[src/input_rate_map.svh]
// Purpose: offsets, fields, reset values and timing counts of the input rate generators
// Assumes: byte addresses on the local register port
// Notes:   definitions only
`ifndef INPUT_RATE_MAP_SVH
`define INPUT_RATE_MAP_SVH

// ----------------------------------------------------------------
// register offsets
// ----------------------------------------------------------------
`define SAMPLE_SETUP_OFFSET   8'h1c
`define TIMEBASE_OFFSET       8'h20

// ----------------------------------------------------------------
// fields and reset values
// ----------------------------------------------------------------
`define VCO_LSB               0
`define VCO_MSB               9
`define REF_LSB               12
`define REF_MSB               21
`define DIV_LSB               24
`define DIV_MSB               28
`define SAMPLE_SETUP_MASK     32'h1f3ff3ff
`define SAMPLE_SETUP_RESET    32'h0103f020
`define TIMEBASE_MSB          23
`define TIMEBASE_MASK         32'h00ffffff
`define TIMEBASE_RESET        32'h00002760

// ----------------------------------------------------------------
// rates and timing
// ----------------------------------------------------------------
`define FAST_PATH_DIVIDE      10'h010
`define SLOW_PATH_SHIFT       5
`define MASTER_CLK_KHZ        32'h00009d80
`define CLK_PERIOD_NS         10
`define TRIG_PULSE_NS         100
`define TRIG_PULSE_CYCLES     ((`TRIG_PULSE_NS + `CLK_PERIOD_NS - 1) / `CLK_PERIOD_NS)
`define OFFSET_FLIP           16'h8000

`endif

[src/input_rate_pkg.sv]
// Purpose: types shared by the input rate generators
// Assumes: nothing
// Notes:   constants live in input_rate_map.svh
package input_rate_pkg;

  typedef enum logic {
    PULSE_IDLE,
    PULSE_LOW
  } pulse_state_t;

endpackage

[src/input_sample_rate_generators.sv]
// Purpose: adc sample clock path, burst timebase, burst trigger and data coding
// Assumes: clk is the 40.320 MHz master clock; pins sampled through three flops
// Notes:   the pll itself is external; this block sets it up and divides its output
`timescale 1ns/1ps
`include "input_rate_map.svh"

module input_sample_rate_generators (
  // clock and reset
  input  wire logic        clk,
  input  wire logic        rst_n,
  // local register port
  input  wire logic [7:0]  reg_addr,
  input  wire logic        reg_wr,
  input  wire logic        reg_rd,
  input  wire logic [31:0] reg_wdata,
  output logic      [31:0] reg_rdata,
  // board control bits
  input  wire logic        timebase_enable,
  input  wire logic        trigger_initiator,
  input  wire logic        offset_binary,
  input  wire logic        adc_clk_external,
  input  wire logic        sw_trigger,
  // pll setup and clock pins
  output logic      [9:0]  pll_vco_factor,
  output logic      [9:0]  pll_ref_factor,
  input  wire logic        pll_osc,
  input  wire logic        ext_adc_clk,
  output logic             adc_clk,
  output logic             sample_tick,
  output logic             high_rate_path,
  output logic      [31:0] master_clk_khz,
  // trigger pin and burst trigger
  input  wire logic        trig_i,
  output logic             trig_o,
  output logic             trig_oe,
  output logic             timebase_tick,
  output logic             burst_trigger,
  // sample data
  input  wire logic [15:0] adc_data_in,
  input  wire logic        adc_data_valid,
  output logic      [15:0] sample_data,
  output logic             sample_valid,
  input  wire logic [15:0] host_dac_data,
  input  wire logic        host_dac_valid,
  output logic      [15:0] dac_data,
  output logic             dac_valid
);

  // ----------------------------------------------------------------
  // helpers
  // ----------------------------------------------------------------
  function automatic logic [15:0] recode(input logic [15:0] d, input logic ob);
    recode = ob ? d : (d ^ `OFFSET_FLIP);
  endfunction

  function automatic logic [9:0] sample_period(input logic [4:0] div);
    sample_period = (div == 5'h00) ? `FAST_PATH_DIVIDE : {div, 5'h00};
  endfunction

  // ----------------------------------------------------------------
  // registers
  // ----------------------------------------------------------------
  logic [31:0] sample_setup;
  logic [31:0] timebase_div;
  logic [31:0] next_sample_setup;
  logic [31:0] next_timebase_div;
  logic [31:0] next_reg_rdata;
  logic [4:0]  sample_div;

  assign sample_div = sample_setup[`DIV_MSB:`DIV_LSB];

  always_comb begin
    next_sample_setup = sample_setup;
    next_timebase_div = timebase_div;
    next_reg_rdata    = reg_rdata;
    if (reg_wr && reg_addr == `SAMPLE_SETUP_OFFSET) begin
      next_sample_setup = reg_wdata & `SAMPLE_SETUP_MASK;
    end else if (reg_wr && reg_addr == `TIMEBASE_OFFSET) begin
      next_timebase_div = reg_wdata & `TIMEBASE_MASK;
    end
    if (reg_rd) begin
      if (reg_addr == `SAMPLE_SETUP_OFFSET) begin
        next_reg_rdata = sample_setup;
      end else if (reg_addr == `TIMEBASE_OFFSET) begin
        next_reg_rdata = timebase_div;
      end else begin
        next_reg_rdata = 32'h00000000;
      end
    end
  end

  always_ff @(posedge clk or negedge rst_n) begin
    if (!rst_n) begin
      sample_setup <= `SAMPLE_SETUP_RESET;
      timebase_div <= `TIMEBASE_RESET;
      reg_rdata    <= 32'h00000000;
    end else begin
      sample_setup <= next_sample_setup;
      timebase_div <= next_timebase_div;
      reg_rdata    <= next_reg_rdata;
    end
  end

  // ----------------------------------------------------------------
  // pll setup outputs
  // ----------------------------------------------------------------
  // factors are passed unchecked; the range is software's to keep
  always_ff @(posedge clk or negedge rst_n) begin
    if (!rst_n) begin
      pll_vco_factor <= 10'h020;
      pll_ref_factor <= 10'h03f;
      high_rate_path <= 1'b0;
      master_clk_khz <= 32'h00000000;
    end else begin
      pll_vco_factor <= sample_setup[`VCO_MSB:`VCO_LSB];
      pll_ref_factor <= sample_setup[`REF_MSB:`REF_LSB];
      high_rate_path <= (sample_div == 5'h00);
      master_clk_khz <= `MASTER_CLK_KHZ;
    end
  end

  // ----------------------------------------------------------------
  // pin synchronisers: osc, external clock, trigger
  // ----------------------------------------------------------------
  logic [2:0] pin_s1;
  logic [2:0] pin_s2;
  logic [2:0] pin_s3;
  logic [2:0] pin_stable;
  logic [2:0] pin_prev;
  logic [2:0] next_pin_stable;

  // a change counts only once the second and third stages agree
  always_comb begin
    next_pin_stable = ((pin_s2 ~^ pin_s3) & pin_s3) | ((pin_s2 ^ pin_s3) & pin_stable);
  end

  always_ff @(posedge clk or negedge rst_n) begin
    if (!rst_n) begin
      pin_s1     <= 3'h1;
      pin_s2     <= 3'h1;
      pin_s3     <= 3'h1;
      pin_stable <= 3'h1;
      pin_prev   <= 3'h1;
    end else begin
      pin_s1     <= {pll_osc, ext_adc_clk, trig_i};
      pin_s2     <= pin_s1;
      pin_s3     <= pin_s2;
      pin_stable <= next_pin_stable;
      pin_prev   <= pin_stable;
    end
  end

  logic osc_rise;
  logic trig_fall;
  assign osc_rise  = pin_stable[2] & ~pin_prev[2];
  assign trig_fall = pin_prev[0] & ~pin_stable[0];

  // ----------------------------------------------------------------
  // adc clock and sample rate
  // ----------------------------------------------------------------
  // the osc must stay well below clk/6 to survive the sampling
  logic       adc_half;
  logic       adc_prev;
  logic [9:0] samp_cnt;
  logic       next_adc_half;
  logic       next_adc_clk;
  logic [9:0] next_samp_cnt;
  logic       next_sample_tick;
  logic       adc_rise;

  assign adc_rise = adc_clk & ~adc_prev;

  always_comb begin
    next_adc_half    = osc_rise ? ~adc_half : adc_half;
    next_adc_clk     = adc_clk_external ? pin_stable[1] : next_adc_half;
    next_samp_cnt    = samp_cnt;
    next_sample_tick = 1'b0;
    if (adc_rise) begin
      if (samp_cnt >= sample_period(sample_div) - 10'h001) begin
        next_samp_cnt    = 10'h000;
        next_sample_tick = 1'b1;
      end else begin
        next_samp_cnt = samp_cnt + 10'h001;
      end
    end
    // restart so a smaller divisor never leaves the count past its end
    if (reg_wr && reg_addr == `SAMPLE_SETUP_OFFSET) begin
      next_samp_cnt = 10'h000;
    end
  end

  always_ff @(posedge clk or negedge rst_n) begin
    if (!rst_n) begin
      adc_half    <= 1'b0;
      adc_clk     <= 1'b0;
      adc_prev    <= 1'b0;
      samp_cnt    <= 10'h000;
      sample_tick <= 1'b0;
    end else begin
      adc_half    <= next_adc_half;
      adc_clk     <= next_adc_clk;
      adc_prev    <= adc_clk;
      samp_cnt    <= next_samp_cnt;
      sample_tick <= next_sample_tick;
    end
  end

  // ----------------------------------------------------------------
  // burst timebase
  // ----------------------------------------------------------------
  // a divisor of zero gives no ticks at all
  logic [23:0] tb_cnt;
  logic [23:0] next_tb_cnt;
  logic        next_timebase_tick;
  logic [23:0] tb_div;

  assign tb_div = timebase_div[`TIMEBASE_MSB:0];

  always_comb begin
    next_tb_cnt        = 24'h000000;
    next_timebase_tick = 1'b0;
    if (timebase_enable && tb_div != 24'h000000) begin
      if (tb_cnt >= tb_div - 24'h000001) begin
        next_timebase_tick = 1'b1;
      end else begin
        next_tb_cnt = tb_cnt + 24'h000001;
      end
    end
    // restart on a new divisor so the first period is whole
    if (reg_wr && reg_addr == `TIMEBASE_OFFSET) begin
      next_tb_cnt = 24'h000000;
    end
  end

  always_ff @(posedge clk or negedge rst_n) begin
    if (!rst_n) begin
      tb_cnt        <= 24'h000000;
      timebase_tick <= 1'b0;
    end else begin
      tb_cnt        <= next_tb_cnt;
      timebase_tick <= next_timebase_tick;
    end
  end

  // ----------------------------------------------------------------
  // burst trigger and trigger pin
  // ----------------------------------------------------------------
  input_rate_pkg::pulse_state_t pulse_state;
  input_rate_pkg::pulse_state_t next_pulse_state;
  logic [7:0] pulse_cnt;
  logic [7:0] next_pulse_cnt;
  logic       next_burst_trigger;

  always_comb begin
    // the pin is our own output in initiator mode, so its edges are ignored
    next_burst_trigger = sw_trigger |
                         (trigger_initiator ? timebase_tick : trig_fall);
    next_pulse_state   = pulse_state;
    next_pulse_cnt     = pulse_cnt;
    case (pulse_state)
      input_rate_pkg::PULSE_IDLE: begin
        if (trigger_initiator && next_burst_trigger) begin
          next_pulse_state = input_rate_pkg::PULSE_LOW;
          next_pulse_cnt   = 8'(`TRIG_PULSE_CYCLES - 1);
        end
      end
      input_rate_pkg::PULSE_LOW: begin
        if (pulse_cnt == 8'h00) begin
          next_pulse_state = input_rate_pkg::PULSE_IDLE;
        end else begin
          next_pulse_cnt = pulse_cnt - 8'h01;
        end
      end
      default: begin
        next_pulse_state = input_rate_pkg::PULSE_IDLE;
      end
    endcase
  end

  always_ff @(posedge clk or negedge rst_n) begin
    if (!rst_n) begin
      pulse_state   <= input_rate_pkg::PULSE_IDLE;
      pulse_cnt     <= 8'h00;
      burst_trigger <= 1'b0;
      trig_o        <= 1'b1;
      trig_oe       <= 1'b0;
    end else begin
      pulse_state   <= next_pulse_state;
      pulse_cnt     <= next_pulse_cnt;
      burst_trigger <= next_burst_trigger;
      trig_o        <= (next_pulse_state != input_rate_pkg::PULSE_LOW);
      trig_oe       <= trigger_initiator;
    end
  end

  // ----------------------------------------------------------------
  // data coding
  // ----------------------------------------------------------------
  always_ff @(posedge clk or negedge rst_n) begin
    if (!rst_n) begin
      sample_data  <= 16'h0000;
      sample_valid <= 1'b0;
      dac_data     <= 16'h0000;
      dac_valid    <= 1'b0;
    end else begin
      sample_data  <= recode(adc_data_in, offset_binary);
      sample_valid <= adc_data_valid;
      dac_data     <= recode(host_dac_data, offset_binary);
      dac_valid    <= host_dac_valid;
    end
  end
endmodule

[config.mk]
export PLATFORM = sky130hd
export DESIGN_NAME = input_sample_rate_generators
export DESIGN_NICKNAME = d
export VERILOG_FILES = /design/src/input_rate_pkg.sv /design/src/input_sample_rate_generators.sv
export VERILOG_INCLUDE_DIRS = /design/src
export SDC_FILE = /design/constraint.sdc
export NUM_CORES = 1
export LEC_CHECK = 0
export BUFFER_PORTS_ARGS = -buffer_cell sky130_fd_sc_hd__buf_2
export CORE_ASPECT_RATIO = 1.4
export CORE_UTILIZATION = 33
export DETAILED_ROUTE_END_ITERATION = 6
export RECOVER_POWER = 100
export SLEW_MARGIN = 0
export SYNTH_ARGS = -nofsm -noshare
export SYNTH_HDL_FRONTEND = slang
export SYNTH_SLANG_ARGS = --single-unit
export TNS_END_PERCENT = 10
[constraint.sdc]
create_clock -name clk -period 6.2 [get_ports clk]
set_clock_uncertainty 0.1 [all_clocks]
set_input_delay 0.31 -clock clk [delete_from_list [all_inputs] [get_ports clk]]
set_output_delay 0.31 -clock clk [all_outputs]
set_load 0.03 [all_outputs]
**Word level (Yosys, flattened, before mapping)**

Cells that the tools add are included.

- $add $sub $neg: 5
- Multiply operators: 0
- Div/mod/pow operators: 0
- Magnitude comparators: 2
- Equality and inequality tests: 4
- Shifts and indexed selects: 0
- Mux-type cells: 24
- Bitwise logic cells: 18
- Reduce and logical (&&, ||, !) cells: 10

Operators with widths:

| cell | number |
|---|---|
| $mux W24 | 4 |
| $mux W10 | 4 |
| $mux W16 | 2 |
| $mux W32 | 1 |
| $add A24 B1 Y24 const B | 1 |
| $ge A24 B24 Y1 | 1 |
| $reduce_bool A24 Y1 | 1 |
| $sub A24 B1 Y24 const B | 1 |
| $mux W8 | 2 |
| $pmux W8 S2 | 1 |
| $add A10 B1 Y10 const B | 1 |
| $ge A10 B10 Y1 | 1 |
| $sub A10 B1 Y10 const B | 1 |
| $mux W1 | 9 |
| $not A1 Y1 | 9 |
| $eq A8 B5 Y1 const B | 1 |
| $eq A8 B6 Y1 const B | 1 |
| $logic_not A8 Y1 | 1 |
| $sub A8 B1 Y8 const B | 1 |
| $and A3 B3 Y3 | 2 |
| $logic_not A5 Y1 | 1 |
| $logic_and A1 B1 Y1 | 4 |
| $ne A2 B2 Y1 const B | 2 |
| $reduce_and A2 Y1 | 2 |
| 7 further kinds | 9 |

- Register bits: 203
- Bits in latches: 0
- Memory bits (writable): 0
- Memory bits (read-only): 0
- Bits of input ports: 86
- Logic and storage cells: 91
- Memories: 0

**Logic depth before layout (Yosys ltp)**

- Depth after elaboration: 8
- Mapped depth: 12

**Least setup slack after synthesis**

Ideal clock, no wire load.

- Path kind: reg-to-reg
- Start: reg timebase_div[4]
- End: reg tb_cnt[14]
- Library setup time: 123 ps
- Arrival time: 3266 ps
- Required time: 5977 ps
- Setup slack: 2710 ps
- Cell stages (with the launch flop): 13
- Cell sequence: dfrtp_1 or3_1 nor4_4 nand2_1 or3_1 xor2_1 ha_1 nand4_1 or4_1 o32a_1 a21oi_4 buf_6 nor3_1

- Longest elaborated chain between the ends: 5

Ends and longest elaborated chain:

| item | RTL line | source |
|---|---|---|
| start, declared | input_sample_rate_generators.sv:64 | `logic [31:0] timebase_div;` |
| start signal, assigned | input_sample_rate_generators.sv:95 | `` timebase_div <= `TIMEBASE_RESET; `` |
| start signal, assigned | input_sample_rate_generators.sv:99 | `timebase_div <= next_timebase_div;` |
| $sub A24 B1 Y24 | input_sample_rate_generators.sv:223 | `if (tb_cnt >= tb_div - 24'h000001) begin` |
| $ge A24 B24 Y1 | input_sample_rate_generators.sv:223 |  |
| $mux W24 | input_sample_rate_generators.sv:223 |  |
| $mux W24 (*) | input_sample_rate_generators.sv:222 | `if (timebase_enable && tb_div != 24'h000000) begin` |
| $mux W24 (*) | input_sample_rate_generators.sv:230 | `` if (reg_wr && reg_addr == `TIMEBASE_OFFSET) begin `` |
| named net next_tb_cnt[14] | input_sample_rate_generators.sv:213 | `logic [23:0] next_tb_cnt;` |
| end signal, assigned | input_sample_rate_generators.sv:240 | `tb_cnt <= next_tb_cnt;` |
| end, declared | input_sample_rate_generators.sv:212 | `logic [23:0] tb_cnt;` |

Mark *: on every way through the listed nets, which the timed path passes. The rest lies on a longest branch.
A chain may end at the register's enable or synchronous reset.

==> flow_summary.yaml <==
die:
  num_io_pins: 211
  rows: 70
  die_h_um: 195.1
  core_area_um2: 26100
  die-area_um2: 27290
  die_w_um: 139.9
  start_util_pct: 33.66
power:
  powerDensity_nw_per_um2: 285.0
  combPwrFrac_pct: 16.0
  p_sw_mw: 0.9070
  internal_power_mw: 2.182
  p_clk_share_pct: 37.3
  power.leakage_nw: 4.959
  pwr-share-seq_pct: 46.7
  netSwitchingFraction_pct: 29.36
  irDropWorstVdd_uv: 190.2
finish:
  layout-drive-gt1-share_pct: 19.32
  multi_input_area_um2: 3386
  diodes: 0
  final-instance-count-excl-fill: 1292
  final_cell_area_um2: 10840
  nets: 1080
  areaGrowthSynthToFinish_pct: 23.37
  final_core_util_pct: 41.52
  fill_cells: 2550
  regArea_um2: 5014
worst_hold_path:
  holdPathStages: 2
  hp-class: "input port to flip-flop"
run_status:
  violations: "capacitance limit, slew limit"
  status: "finished with violations"
logic_synthesis:
  avgSynthCellArea_um2: 12.03
  synth_warnings: 0
  synth_top_area_cell: "dfrtp_1"
  synthCells: 730
  synth_mux_area_share_pct: 6.538
  synth_top_area_share_pct: 49.00
  ys.flop_type: "dfrtp_1"
  yosysSeqAreaShare_pct: 57.07
  synth_most_common_cell: "dfrtp_1"
  synth-adder-area-share_pct: 5.555
  post_synth_most_frequent_cells: "dfrtp_1, mux2_2, nor2_1, ha_1, nor3_1"
  synth-xor-area-share_pct: 5.982
  synth_top_family_by_area: "simple AND/OR/NAND/NOR gates"
  synth_area_leaders: "dfrtp_1, dfstp_2, mux2_2"
  ys_async_sr_fraction_pct: 100.0
  synth_cell_types: 55
  netlist_area_um2: 8785
  synth_edf_count: 0
  yosys.area_share.simple_pct: 12.48
  synth_compound_area_share_pct: 7.136
  synth-seq-cells: 199
sta:
  tns_ns: 0
  hold_violations: 0
  setup_viol: 0
  fmax_mhz: 224.3
  fin_crit_sh_pct: 71.90
  worstMarginPinSlew_ns: 3.359
  slew_viol_final: 145
  rsz0062_at_grt: "no"
  layout_min_cycle_time_ns: 4.458
  slew_headroom_pct: -123.9
  hold_ws_ns: 0.02039
detailed_routing:
  antenna_left: 0
  vias_per_cell: 4.776
  route.vias.total: 6170
  drc: 0
  first_pass_iters: 4
  routed_wl_um: 19350
  drt_iter0_markers: 251
  drt-wirelength-per-cell_um: 14.98
critical_path:
  critPathArrivalTime_ns: 4.65
  worstSetupPathType: "input port to asynchronous set/reset pin"
  crit_required_ns: 6.39
  cp-start-kind: "input port"
  end_kind: "asynchronous set/reset pin"
  crit_path_max_fanout: 64
  reg2regPathDepth: 10
clocking:
  clock-sinks: 199
  cts.clk_slew.worst_paths_ns: 0.08
  h-tree-depth: 4
  max-clock-path-buffers: 2
  cts-resized-gates: 0
  cts_tree: "built"
  insertion_delay_ns: 0.44
  cts_buffers: 17
  cts_root_buffer: "clkbuf_16"
global_route:
  grt_pass1_wl_um: 32050
  grt_max_degree: 77
  grt-ovfl-total: 0
  grt_usage_pct: 14.92
  antenna_found_initial: 2
  grt_pass1_vias: 6358
placed_design:
  dpl-instance-area_um2: 9873
  dp_cells: 1207
  dp_hpwl_um: 13060
  port_buffers: 178
  gp_congestion: 0.7597
job:
  drv_cap: 4
-- per-layer routing --
metal | GRT usage [%] | vias up | part of all wire [%]
met2 | 25.80 | 191 | 50
met3 | 3.850 | 17 | 5.4
met4 | 4.843 | 4 | 1.2
met1 | 18.01 | 3005 | 43
li1 | - | 2953 | -
met5 | 0 | - | 0.14
-- flip-flops by register name, indices dropped and copies added (netlist names), 16 cells and up --
signal,cells
timebase_div,24
sample_setup,25
reg_rdata,29
dac_data,16
sample_data,16
tb_cnt,24
-- power groups by stage --
stage	combinational [mW]	sequential [mW]	clock, mW
global route	0.556	1.46	1.24
detailed placement	0.486	1.47	0
floorplan	0.290	1.52	0
finish	0.494	1.44	1.15
CTS	0.514	1.44	1.19
global placement	0.478	1.47	0
-- timing repair --
item                      CTS  global route
hold endpoints to repair  106             1
hold buffers               52             1
buffers inserted            0             0
-- cell families (layout without fill, tap and decap cells) --
family | count (synthesis) | count (layout)
other | 2 | 30
DFF | 199 | 199
xor gates and xnor gates | 60 | 60
muxes | 51 | 51
AOI/OAI and AO/OA | 94 | 94
and+or+nand+nor | 203 | 203
adders and majority gates | 39 | 39
buffers and inverters | 82 | 292
-- worst paths after layout --
path,slack (ns),endpoint,startpoint
hold / removal,0.02,timebase_div[16],reg_wdata[16]
hold reg to reg,0.25,pin_s2[2],pin_s1[2]
max in group clk,1.95,tb_cnt[8],timebase_div[11]
min in group asynchronous,1.45,pulse_cnt[7],rst_n
setup reg to reg,1.95,tb_cnt[8],timebase_div[11]
setup / recovery,1.74,sample_data[8],rst_n
-- cells in the final DEF (no fill, tap or decap), drive strengths merged, types with 7 or more instances in the layout --
| cell type | Yosys | layout |
|---|---|---|
| dfrtp | 172 | 172 |
| clkbuf | 20 | 122 |
| buf | 39 | 80 |
| dlygate4sd3 | 0 | 53 |
| nor2 | 51 | 51 |
| mux2 | 51 | 51 |
| ha | 39 | 39 |
| nor3 | 37 | 37 |
| a21oi | 34 | 34 |
| xnor2 | 31 | 31 |
| conb | 2 | 30 |
| xor2 | 29 | 29 |
| inv | 23 | 27 |
| dfstp | 27 | 27 |
| nand2 | 26 | 26 |
| nand3 | 24 | 24 |
| a22oi | 20 | 20 |
| o21ai | 17 | 17 |
| nand4 | 14 | 14 |
| nor4 | 11 | 11 |
| clkinv | 0 | 7 |
-- metrics by stage --
| stage | setup WS [ns] | power [mW] |
|---|---|---|
| after detailed placement | 1.969 | 1.955 |
| after floorplan | 2.710 | 1.810 |
| after CTS | 1.922 | 3.152 |
| final | 1.742 | 3.089 |
| after global routing | 0.7420 | 3.255 |
| after global placement | 1.964 | 1.944 |
-- final cells by class --
cell class	instances	share of cell area, %
clock inverter	14	1.778
multi-input combinational	477	31.24
tap	324	3.740
sequential	199	46.26
inverter	23	0.7966
clock buffer	18	3.960
timing repair buffer	237	12.23
-- worst max-delay path, cell delays in order --
cell and delay [ns]:
dlygate4sd3_1 0.52, clkbuf_1 2.35, clkbuf_2 1.40
No activity file was read; power rests on OpenSTA's default activity.
